File: src/gate_seq_pkg.sv
// Shared constants, register map and carrier types for the half-bridge gate sequencer
package gate_seq_pkg;

    localparam int CLK_MHZ = 100;

    // Register byte offsets
    localparam logic [7:0] CTRL_OFFSET = 8'h00;
    localparam logic [7:0] DEAD_OFFSET = 8'h04;
    localparam logic [7:0] WINDOW_OFFSET = 8'h08;
    localparam logic [7:0] OCP_OFFSET = 8'h0C;
    localparam logic [7:0] STATUS_OFFSET = 8'h10;
    localparam logic [7:0] MASK_OFFSET = 8'h14;
    localparam logic [7:0] STATE_OFFSET = 8'h18;

    // Control and overcurrent register fields
    localparam int CTRL_STRENGTH_LSB = 0;
    localparam int CTRL_OCP_MODE_LSB = 4;
    localparam int CTRL_REF_SEL_BIT = 6;
    localparam int OCP_TRIP_LSB = 0;
    localparam int OCP_DEGLITCH_LSB = 8;

    // Reset values
    localparam logic [3:0] STRENGTH_RESET = 4'hF;
    localparam logic [1:0] OCP_MODE_RESET = 2'h0;
    localparam logic [7:0] DEAD_RESET = 8'h00;
    localparam logic [4:0] TRIP_RESET = 5'h0A;
    localparam logic [7:0] OCP_DEGLITCH_RESET = 8'h64;
    localparam logic [3:0] MASK_RESET = 4'hF;

    // Status bits
    localparam int ST_GDF_HS = 0;
    localparam int ST_GDF_LS = 1;
    localparam int ST_OCP_HS = 2;
    localparam int ST_OCP_LS = 3;

    // Timing
    localparam int WINDOW_FIXED_NS = 4000;
    localparam logic [15:0] WINDOW_FIXED_CYCLES = 16'((WINDOW_FIXED_NS * CLK_MHZ + 999) / 1000);
    localparam logic [15:0] WINDOW_RESET = WINDOW_FIXED_CYCLES;
    localparam logic [7:0] PWM_DEGLITCH_CYCLES = 8'h04;
    localparam int CMD_LATENCY = 2;
    localparam logic [1:0] STRAP_CAPTURE_CYCLE = 2'h2;
    localparam logic [2:0] PIN_CODE_MAX = 3'h6;

    typedef enum logic [1:0] {
        OCP_LATCH = 2'b00,
        OCP_REPORT = 2'b01,
        OCP_IGNORE = 2'b10
    } ocp_mode_t;

    typedef enum logic [1:0] {
        ST_OFF = 2'b00,
        ST_WAIT_OFF = 2'b01,
        ST_DEAD = 2'b10,
        ST_ON = 2'b11
    } seq_state_t;

    typedef struct packed {
        logic high_side_pwm_in;
        logic low_side_pwm_in;
        logic vgs_high_on;
        logic vgs_low_on;
        logic vds_high_over;
        logic vds_low_over_sp;
        logic vds_low_over_sn;
        logic serial_iface_strap;
    } pin_in_t;

    typedef struct packed {
        logic gate_high_on;
        logic gate_low_on;
        logic strong_pulldown_high;
        logic strong_pulldown_low;
        logic drive_high_active;
        logic drive_low_active;
    } gate_out_t;

    typedef struct packed {
        logic [7:0] addr;
        logic [31:0] wdata;
        logic wr;
        logic rd;
    } reg_req_t;

endpackage : gate_seq_pkg

File: src/deglitch_filter.sv
// Stability filter: output follows input once it has held for a given count
`timescale 1ns/10ps
`default_nettype none
module deglitch_filter (
    input wire logic clk,
    input wire logic rstn,
    input wire logic din,
    input wire logic [7:0] hold_cycles,
    output logic dout
);
    logic [7:0] cnt_reg;
    logic out_reg;

    always_ff @(posedge clk) begin
        if (!rstn) begin
            cnt_reg <= 8'h00;
            out_reg <= 1'b0;
        end else if (din == out_reg) begin
            cnt_reg <= 8'h00;
        end else if (cnt_reg >= hold_cycles) begin
            // Strictly longer than the hold count before the output moves
            out_reg <= din;
            cnt_reg <= 8'h00;
        end else begin
            cnt_reg <= cnt_reg + 8'h01;
        end
    end

    assign dout = out_reg;
endmodule : deglitch_filter
`default_nettype wire

File: src/half_bridge_gate_sequencer.sv
// Half-bridge gate sequencer: dead time handshake, drive window, gate fault and overcurrent detection
//
// Operation
// - Dead time inserted by handshake between high and low drivers of the bridge.
// - Incoming gate switches when outgoing gate monitor reads off, not a timer.
// - Serial variant adds programmable digital dead time after the handshake.
// - Switching enables strong pulldown on opposite gate for the whole drive window.
// - A state-changing command starts watching the affected gate voltage.
// - Gate voltage not at expected level when window ends raises gate fault.
// - Window never stretches the PWM and ends early on a new command.
// - Pin-configured variant uses a fixed 4 us window.
// - Each PWM input passes a deglitch filter before affecting gates.
// - A small fixed latency is added on each command path.
// - Overcurrent declared only after comparator exceeds deglitch time; mode picks response.
// - Serial variant selects low-side reference between the two shunt senses.
// - Overcurrent trip level is a programmable code spanning 0.06 V to 1.88 V.
// - Selected drive current only during the window, hold current afterwards.
// - Sixteen strength settings on serial variant, seven on pin variant.
//
// The address-and-strobe port and the address map were decided locally.
`timescale 1ns/10ps
`default_nettype none
module half_bridge_gate_sequencer
    import gate_seq_pkg::*;
(
    input wire logic clk,
    input wire logic rstn,
    input wire pin_in_t pins,
    input wire logic [2:0] hw_strength_code,
    input wire logic [2:0] hw_trip_code,
    input wire reg_req_t bus_req,
    output logic [31:0] bus_rdata,
    output gate_out_t gates,
    output logic [3:0] drive_current_strength,
    output logic [4:0] overcurrent_trip_level,
    output logic fault_n_out,
    output logic fault_n_oe,
    output logic irq
);

    // Map a seven-level pin code onto the sixteen-step scale
    function automatic logic [3:0] scale_pin_code(input logic [2:0] code);
        logic [2:0] c;
        c = (code > PIN_CODE_MAX) ? PIN_CODE_MAX : code;
        return {c, 1'b0};
    endfunction : scale_pin_code

    // Input synchronisers
    pin_in_t pin_sync1_reg;
    pin_in_t pin_sync2_reg;
    logic [2:0] hw_str_sync1_reg;
    logic [2:0] hw_str_sync2_reg;
    logic [2:0] hw_trip_sync1_reg;
    logic [2:0] hw_trip_sync2_reg;

    always_ff @(posedge clk) begin
        if (!rstn) begin
            pin_sync1_reg <= '0;
            pin_sync2_reg <= '0;
            hw_str_sync1_reg <= 3'h0;
            hw_str_sync2_reg <= 3'h0;
            hw_trip_sync1_reg <= 3'h0;
            hw_trip_sync2_reg <= 3'h0;
        end else begin
            pin_sync1_reg <= pins;
            pin_sync2_reg <= pin_sync1_reg;
            hw_str_sync1_reg <= hw_strength_code;
            hw_str_sync2_reg <= hw_str_sync1_reg;
            hw_trip_sync1_reg <= hw_trip_code;
            hw_trip_sync2_reg <= hw_trip_sync1_reg;
        end
    end

    // Variant strap caught once the synchroniser has settled after reset
    logic [1:0] strap_cnt_reg;
    logic serial_variant_reg;

    always_ff @(posedge clk) begin
        if (!rstn) begin
            strap_cnt_reg <= 2'h0;
            serial_variant_reg <= 1'b1;
        end else if (strap_cnt_reg != 2'h3) begin
            strap_cnt_reg <= strap_cnt_reg + 2'h1;
            if (strap_cnt_reg == STRAP_CAPTURE_CYCLE)
                serial_variant_reg <= pin_sync2_reg.serial_iface_strap;
        end
    end

    // Registers
    logic [3:0] strength_reg;
    ocp_mode_t ocp_mode_reg;
    logic low_side_reference_select_reg;
    logic [7:0] dead_reg;
    logic [15:0] window_reg;
    logic [4:0] trip_reg;
    logic [7:0] ocp_deglitch_reg;
    logic [3:0] status_reg;
    logic [3:0] mask_reg;
    logic [3:0] events;
    seq_state_t state_reg;

    always_ff @(posedge clk) begin
        if (!rstn) begin
            strength_reg <= STRENGTH_RESET;
            ocp_mode_reg <= ocp_mode_t'(OCP_MODE_RESET);
            low_side_reference_select_reg <= 1'b0;
            dead_reg <= DEAD_RESET;
            window_reg <= WINDOW_RESET;
            trip_reg <= TRIP_RESET;
            ocp_deglitch_reg <= OCP_DEGLITCH_RESET;
            mask_reg <= MASK_RESET;
        end else if (bus_req.wr) begin
            if (bus_req.addr == CTRL_OFFSET) begin
                strength_reg <= bus_req.wdata[CTRL_STRENGTH_LSB +: 4];
                ocp_mode_reg <= ocp_mode_t'(bus_req.wdata[CTRL_OCP_MODE_LSB +: 2]);
                low_side_reference_select_reg <= bus_req.wdata[CTRL_REF_SEL_BIT];
            end else if (bus_req.addr == DEAD_OFFSET) begin
                dead_reg <= bus_req.wdata[7:0];
            end else if (bus_req.addr == WINDOW_OFFSET) begin
                window_reg <= bus_req.wdata[15:0];
            end else if (bus_req.addr == OCP_OFFSET) begin
                trip_reg <= bus_req.wdata[OCP_TRIP_LSB +: 5];
                ocp_deglitch_reg <= bus_req.wdata[OCP_DEGLITCH_LSB +: 8];
            end else if (bus_req.addr == MASK_OFFSET) begin
                mask_reg <= bus_req.wdata[3:0];
            end
        end
    end

    // Read data one cycle after the strobe; unmapped reads as zero
    always_ff @(posedge clk) begin
        if (!rstn) begin
            bus_rdata <= 32'h0000_0000;
        end else if (bus_req.rd) begin
            if (bus_req.addr == CTRL_OFFSET)
                bus_rdata <= {25'h0, low_side_reference_select_reg, ocp_mode_reg, strength_reg};
            else if (bus_req.addr == DEAD_OFFSET)
                bus_rdata <= {24'h0, dead_reg};
            else if (bus_req.addr == WINDOW_OFFSET)
                bus_rdata <= {16'h0, window_reg};
            else if (bus_req.addr == OCP_OFFSET)
                bus_rdata <= {16'h0, ocp_deglitch_reg, 3'h0, trip_reg};
            else if (bus_req.addr == STATUS_OFFSET)
                bus_rdata <= {28'h0, status_reg};
            else if (bus_req.addr == MASK_OFFSET)
                bus_rdata <= {28'h0, mask_reg};
            else if (bus_req.addr == STATE_OFFSET)
                bus_rdata <= {24'h0, serial_variant_reg, pin_sync2_reg.vgs_high_on,
                              pin_sync2_reg.vgs_low_on, gates.gate_high_on, gates.gate_low_on,
                              1'b0, state_reg};
            else
                bus_rdata <= 32'h0000_0000;
        end else begin
            bus_rdata <= 32'h0000_0000;
        end
    end

    // Sticky faults: a new event in the clearing read cycle survives
    always_ff @(posedge clk) begin
        if (!rstn)
            status_reg <= 4'h0;
        else if (bus_req.rd && bus_req.addr == STATUS_OFFSET)
            status_reg <= events;
        else
            status_reg <= status_reg | events;
    end

    assign irq = |(status_reg & mask_reg);
    assign fault_n_out = 1'b0;
    assign fault_n_oe = |status_reg;

    // Effective settings per variant
    logic [7:0] dead_eff;
    logic [15:0] window_eff;
    logic ref_sn_eff;

    assign dead_eff = serial_variant_reg ? dead_reg : 8'h00;
    assign window_eff = serial_variant_reg ? window_reg : WINDOW_FIXED_CYCLES;
    assign ref_sn_eff = serial_variant_reg & low_side_reference_select_reg;

    always_ff @(posedge clk) begin
        if (!rstn) begin
            drive_current_strength <= STRENGTH_RESET;
            overcurrent_trip_level <= TRIP_RESET;
        end else begin
            drive_current_strength <= serial_variant_reg ? strength_reg
                                      : scale_pin_code(hw_str_sync2_reg);
            overcurrent_trip_level <= serial_variant_reg ? trip_reg
                                      : {scale_pin_code(hw_trip_sync2_reg), 1'b0};
        end
    end

    // PWM deglitch then fixed latency
    logic pwm_high_filt;
    logic pwm_low_filt;
    logic [CMD_LATENCY-1:0] high_pipe_reg;
    logic [CMD_LATENCY-1:0] low_pipe_reg;
    logic cmd_high;
    logic cmd_low;
    logic cmd_high_d_reg;
    logic cmd_low_d_reg;
    logic cmd_change;

    deglitch_filter u_pwm_high_filter (
        .clk(clk),
        .rstn(rstn),
        .din(pin_sync2_reg.high_side_pwm_in),
        .hold_cycles(PWM_DEGLITCH_CYCLES),
        .dout(pwm_high_filt)
    );

    deglitch_filter u_pwm_low_filter (
        .clk(clk),
        .rstn(rstn),
        .din(pin_sync2_reg.low_side_pwm_in),
        .hold_cycles(PWM_DEGLITCH_CYCLES),
        .dout(pwm_low_filt)
    );

    always_ff @(posedge clk) begin
        if (!rstn) begin
            high_pipe_reg <= '0;
            low_pipe_reg <= '0;
            cmd_high_d_reg <= 1'b0;
            cmd_low_d_reg <= 1'b0;
        end else begin
            high_pipe_reg <= {high_pipe_reg[CMD_LATENCY-2:0], pwm_high_filt};
            low_pipe_reg <= {low_pipe_reg[CMD_LATENCY-2:0], pwm_low_filt};
            cmd_high_d_reg <= cmd_high;
            cmd_low_d_reg <= cmd_low;
        end
    end

    assign cmd_high = high_pipe_reg[CMD_LATENCY-1];
    assign cmd_low = low_pipe_reg[CMD_LATENCY-1];
    assign cmd_change = (cmd_high != cmd_high_d_reg) || (cmd_low != cmd_low_d_reg);

    // Overcurrent deglitch per side
    logic vds_low_sel;
    logic ocp_high_det;
    logic ocp_low_det;
    logic ocp_high_det_d_reg;
    logic ocp_low_det_d_reg;
    logic ocp_shutdown;

    assign vds_low_sel = ref_sn_eff ? pin_sync2_reg.vds_low_over_sn
                                    : pin_sync2_reg.vds_low_over_sp;

    deglitch_filter u_ocp_high_filter (
        .clk(clk),
        .rstn(rstn),
        .din(pin_sync2_reg.vds_high_over & gates.gate_high_on),
        .hold_cycles(ocp_deglitch_reg),
        .dout(ocp_high_det)
    );

    deglitch_filter u_ocp_low_filter (
        .clk(clk),
        .rstn(rstn),
        .din(vds_low_sel & gates.gate_low_on),
        .hold_cycles(ocp_deglitch_reg),
        .dout(ocp_low_det)
    );

    always_ff @(posedge clk) begin
        if (!rstn) begin
            ocp_high_det_d_reg <= 1'b0;
            ocp_low_det_d_reg <= 1'b0;
        end else begin
            ocp_high_det_d_reg <= ocp_high_det;
            ocp_low_det_d_reg <= ocp_low_det;
        end
    end

    // Latched mode keeps both gates off until the status is read clear
    assign ocp_shutdown = (ocp_mode_reg == OCP_LATCH) && (status_reg[ST_OCP_HS] || status_reg[ST_OCP_LS]);

    // Handshake sequencer; both commands high is treated as both off
    logic want_any;
    logic want_high;
    logic target_high_reg;
    logic [7:0] dead_cnt_reg;
    logic opposite_off;

    assign want_any = (cmd_high ^ cmd_low) && !ocp_shutdown;
    assign want_high = cmd_high;
    // Wait on the monitor of the transistor being handed over from
    assign opposite_off = target_high_reg ? !pin_sync2_reg.vgs_low_on : !pin_sync2_reg.vgs_high_on;

    always_ff @(posedge clk) begin
        if (!rstn) begin
            state_reg <= ST_OFF;
            target_high_reg <= 1'b0;
            dead_cnt_reg <= 8'h00;
        end else begin
            case (state_reg)
                ST_OFF: begin
                    if (want_any) begin
                        target_high_reg <= want_high;
                        state_reg <= ST_WAIT_OFF;
                    end
                end
                ST_WAIT_OFF: begin
                    if (!want_any) begin
                        state_reg <= ST_OFF;
                    end else if (want_high != target_high_reg) begin
                        target_high_reg <= want_high;
                    end else if (opposite_off) begin
                        dead_cnt_reg <= dead_eff;
                        state_reg <= (dead_eff == 8'h00) ? ST_ON : ST_DEAD;
                    end
                end
                ST_DEAD: begin
                    if (!want_any || want_high != target_high_reg) begin
                        state_reg <= ST_WAIT_OFF;
                    end else if (dead_cnt_reg <= 8'h01) begin
                        state_reg <= ST_ON;
                    end else begin
                        dead_cnt_reg <= dead_cnt_reg - 8'h01;
                    end
                end
                ST_ON: begin
                    if (!want_any || want_high != target_high_reg) begin
                        state_reg <= ST_WAIT_OFF;
                    end
                end
                default: state_reg <= ST_OFF;
            endcase
        end
    end

    // Gate drive window
    logic gate_high_next;
    logic gate_low_next;
    logic [15:0] win_cnt_reg;
    logic win_high_reg;
    logic win_level_reg;
    logic win_active;
    logic win_end;
    logic vgs_win;

    assign gate_high_next = (state_reg == ST_ON) && target_high_reg;
    assign gate_low_next = (state_reg == ST_ON) && !target_high_reg;
    assign win_active = (win_cnt_reg != 16'h0000);
    assign win_end = (win_cnt_reg == 16'h0001) && !cmd_change;
    assign vgs_win = win_high_reg ? pin_sync2_reg.vgs_high_on : pin_sync2_reg.vgs_low_on;

    always_ff @(posedge clk) begin
        if (!rstn) begin
            win_cnt_reg <= 16'h0000;
            win_high_reg <= 1'b0;
            win_level_reg <= 1'b0;
        end else if (gates.gate_high_on != gate_high_next) begin
            win_cnt_reg <= window_eff;
            win_high_reg <= 1'b1;
            win_level_reg <= gate_high_next;
        end else if (gates.gate_low_on != gate_low_next) begin
            win_cnt_reg <= window_eff;
            win_high_reg <= 1'b0;
            win_level_reg <= gate_low_next;
        end else if (cmd_change) begin
            win_cnt_reg <= 16'h0000;
        end else if (win_active) begin
            win_cnt_reg <= win_cnt_reg - 16'h0001;
        end
    end

    // Gates follow the sequencer directly, so the window never delays a PWM edge
    always_ff @(posedge clk) begin
        if (!rstn) begin
            gates <= '0;
        end else begin
            gates.gate_high_on <= gate_high_next;
            gates.gate_low_on <= gate_low_next;
            gates.strong_pulldown_low <= (gates.gate_high_on != gate_high_next)
                                         || (win_active && win_high_reg && !win_end && !cmd_change);
            gates.strong_pulldown_high <= (gates.gate_low_on != gate_low_next)
                                          || (win_active && !win_high_reg && !win_end && !cmd_change);
            gates.drive_high_active <= (gates.gate_high_on != gate_high_next)
                                       || (win_active && win_high_reg && !win_end && !cmd_change);
            gates.drive_low_active <= (gates.gate_low_on != gate_low_next)
                                      || (win_active && !win_high_reg && !win_end && !cmd_change);
        end
    end

    // Fault events
    logic gdf_event;

    assign gdf_event = win_end && (vgs_win != win_level_reg);

    always_comb begin
        events = 4'h0;
        events[ST_GDF_HS] = gdf_event && win_high_reg;
        events[ST_GDF_LS] = gdf_event && !win_high_reg;
        events[ST_OCP_HS] = ocp_high_det && !ocp_high_det_d_reg && (ocp_mode_reg != OCP_IGNORE);
        events[ST_OCP_LS] = ocp_low_det && !ocp_low_det_d_reg && (ocp_mode_reg != OCP_IGNORE);
    end

endmodule : half_bridge_gate_sequencer
`default_nettype wire

File: config.mk
export PLATFORM = sky130hd
export DESIGN_NAME = half_bridge_gate_sequencer
export DESIGN_NICKNAME = d
export VERILOG_FILES = /design/src/gate_seq_pkg.sv /design/src/deglitch_filter.sv /design/src/half_bridge_gate_sequencer.sv
export SDC_FILE = /design/constraint.sdc
export NUM_CORES = 1
export LEC_CHECK = 0
export BUFFER_PORTS_ARGS = -buffer_cell sky130_fd_sc_hd__buf_2
export CELL_PAD_IN_SITES_DETAIL_PLACEMENT = 1
export CELL_PAD_IN_SITES_GLOBAL_PLACEMENT = 1
export CORE_ASPECT_RATIO = 0.6
export CORE_MARGIN = 2
export CORE_UTILIZATION = 41
export CTS_BUF_LIST = sky130_fd_sc_hd__clkbuf_4 sky130_fd_sc_hd__clkbuf_8
export CTS_CLUSTER_DIAMETER = 150
export DETAILED_ROUTE_END_ITERATION = 16
export GPL_TIMING_DRIVEN = 0
export PLACE_DENSITY_LB_ADDON = 0.1
export SYNTH_ARGS = -nofsm -noshare
export SYNTH_HDL_FRONTEND = slang
export SYNTH_SLANG_ARGS = --single-unit
File: constraint.sdc
create_clock -name clk -period 1.7 [get_ports clk]
set_input_delay 0.085 -clock clk [delete_from_list [all_inputs] [get_ports clk]]
set_output_delay 0.085 -clock clk [all_outputs]
set_load 0.02 [all_outputs]
==> flow_summary_export.csv <==
group,metric,value,unit
critical_path,timing.rr.start,"win_cnt_reg[13]",
clocking,clock_path_buffers,2,
timing,final_hold_viol_count,0,
timing,fin_crit,1.869,ns
placed_design,dp.cells,1271,
route,vias,7347,
clocking,cts_root_buf,"clkbuf_8",
die,dieArea,20850,um2
cells_and_area,final_nets,1192,
yosys,async_flop_share,0,%
yosys,synthesis.instances,907,
cells_and_area,final_cells,1381,
critical_path,path_class,"flip-flop to flip-flop",
placed_design,gp_congestion,0.9487,
yosys,synth_area_leaders,"dfxtp_1 46%, nand2_1 5.6%, ha_1 5.0%",
timing,fmax,0.5351,GHz
critical_path,worstPathArrival,2.26,ns
timing,finalMaxSlewViolations,0,
critical_path,crit_path_max_incr_delay,0.55,ns
critical_path,cp_max_fo,4,
critical_path,cp-end-kind,"flip-flop",
timing,slew-limit-headroom,49.53,%
worst_hold_path,worstHoldStart,"bus_req[1]",
clocking,cts-buffers-inserted,17,
power,p_leak,4.452,nW
yosys,yosysUniqueCellTypes,69,
yosys,yosys_register_bits,185,
route,met3_length,1980,um
clocking,cts_htree_levels,4,
cells_and_area,area_growth,33.16,%
timing,setup_viol,34,
route,ant_nets,0,
route,route.detailed.drc,0,
route,top_layer_used,"met4",
yosys,synth_area,8066,um2
route,totalWireLength,27490,um
critical_path,crit_required,2.09,ns
grt,grt_pass1_vias,7098,
clocking,clock_latency,0.49,ns
critical_path,crit_start,"win_cnt_reg[13]",
route,drt-met1-wl,13640,um
critical_path,cpMaxStageDelayCell,"or4_4",
yosys,yosysSeqAreaShare,45.91,%
placed_design,dp_hpwl,18810,um
clocking,cts.clk_slew.worst_paths,0.11,ns
run,drv_cap,0,
yosys,yosysTopAreaCell,"dfxtp_1",
yosys,synth.top_cell.area_share,45.91,%
die,fp-row-count,39,
grt,grt-ovfl-total,0,
yosys,synth.most_common_cell,"dfxtp_1",
die,dieWidth,185.1,um
route,wl_met2,11390,um
placed_design,io_buffers,72,
yosys,avgSynthCellArea,8.894,um2
worst_hold_path,hold_path.class,"input port to flip-flop",
timing,fin_crit_sh,109.9,%
timing,fin_skew,0.01069,ns
yosys,yosys_warnings,0,
timing,worstMarginPinSlew,0.7571,ns
route,viasPerCell,5.320,
timing,rsz0062_at_grt,"yes",
die,core,19180,um2
die,io_pins,108,
critical_path,cp_cell_sequence,"or4_4 > nor3_4 > buf_6 > o2111ai_4 > a32o_1 > and2_4",
route,drt_iter0_markers,577,
timing,setup_ws,-0.1687,ns
placed_design,placed_area,8907,um2
power,p_per_area,1050,nW/um2
power,peakVddDrop,581.5,uV
grt,antenna_found_initial,0,
critical_path,start_kind,"flip-flop",
die,die_y,112.7,um
clocking,cts_tree,"built",
grt,grt_pass1_wl,41120,um
clocking,cts_sinks,185,
cells_and_area,final_cell_area,10740,um2
grt,grt_use_total,26.33,%
yosys,synth_edf_count,0,
die,start_util,42.06,%
yosys,synthFlopType,"dfxtp_1",
grt,grt_start_max_net_pins,18,
cells_and_area,drive_gt1_share,30.40,%
route,post_drt_wl_per_cell,19.90,um
status,violations,"negative setup slack",
cells_and_area,fillerInstances,2249,
status,status,"finished with violations",
cells_and_area,diodes,0,
yosys,netlist_top_cells_count,"185 x dfxtp_1, 120 x nand2_1, 88 x nor2_1, 58 x a21oi_1, 40 x and2_1",
route,dr.pass1.iters,5,
## report_power, final
part	total [mW]	switching (mW)	internal, mW	leakage (nW)
combinational	3.52	1.80	1.72	2.74
sequential	4.88	0.278	4.61	1.52
clock	2.87	1.74	1.13	0.194
## layout by cell type, fill, tap and decap left out, types with 5 or more instances in the layout
cell,n
dfxtp_4,10
o211ai_1,8
inv_1,22
nor2b_1,6
nand2_1,118
nor4_1,5
a21oi_1,49
buf_6,14
buf_4,57
dfxtp_2,21
o21ai_0,11
and3_1,10
a21o_1,6
ha_1,19
nor3_1,7
dfxtp_1,154
a22oi_1,7
inv_2,9
dlygate4sd3_1,30
xnor2_1,16
clkbuf_2,5
nor2_1,79
a21oi_2,6
conb_1,27
clkbuf_1,18
ha_4,13
mux2i_1,32
nand2b_1,5
o21ai_2,5
nor2_2,6
and2_1,39
clkbuf_8,19
nand3_1,36
xor2_1,14
nand4_1,7
buf_2,80
## worst max-delay path: cells and delay by family (launching register included)
kind	cells	cell delay, ns
flip-flops	1	0.33
AO/OA/AOI/OAI	2	0.43
buffers and inverters	1	0.16
AND/OR/NAND/NOR	3	0.84
## final timing paths
check	slack, ns	to	cells after the start
worst max register to register	-0.17	gates[0]	6
worst min register to register	0.43	u_ocp_high_filter.cnt_reg[0]	1
worst max-delay path	-0.17	gates[0]	6
worst min-delay path	0.12	ocp_deglitch_reg[7]	5
## cells by family (layout without fill, tap and decap cells)
logic type	count (synthesis)	count (layout)	synth area share, %
and+or+nand+nor	361	361	21.44
DFF	185	185	45.91
AOI/OAI and AO/OA	162	162	13.49
buffers and inverters	96	278	5.584
muxes	38	38	5.088
adders and majority gates	32	32	4.963
xor gates and xnor gates	32	32	3.474
other	1	27	0.04649
## layer usage
| layer | global-route usage [%] | vias to the layer above |
|---|---|---|
| met5 | 0 | - |
| met4 | 7.831 | 0 |
| met3 | 4.964 | 37 |
| met2 | 36.33 | 238 |
| met1 | 40.87 | 3591 |
| li1 | - | 3481 |
## what timing repair did
item | in CTS | in global routing
gates resized for setup | 126 | 80
setup endpoints to repair | 87 | 67
cloned | 2 | 0
setup buffers | 26 | 22
hold buffers | 30 | 0
pin swaps | 30 | 51
endpoints found under the hold margin | 62 | 0
## through the flow
step	setup slack, ns	utilization (%)	power (mW)	hold slack, ns	TNS (ns)
after floorplan	-0.07265	-	6.535	0.2090	-0.2756
after global placement	-0.7986	46.45	7.114	0.2905	-60.23
after detailed placement	-0.8144	46.45	7.156	0.2963	-62.85
after CTS	-0.1990	53.60	10.91	0.1082	-2.788
after global routing	-0.2209	56.01	11.81	0.1280	-6.087
final	-0.1687	56.01	11.28	0.1215	-3.070
## cell type report
cell class                 instances  area (um2)  area share, %
multi-input combinational        652        4674          43.52
clock inverter                    13       111.4          1.037
timing repair buffer             151        1070          9.959
clock buffer                      19       261.5          2.434
inverter                          35       151.4          1.409
buffer                            60       372.9          3.471
tap                              266       332.8          3.098
sequential                       185        3767          35.07
No activity file was read; power rests on OpenSTA's default activity.
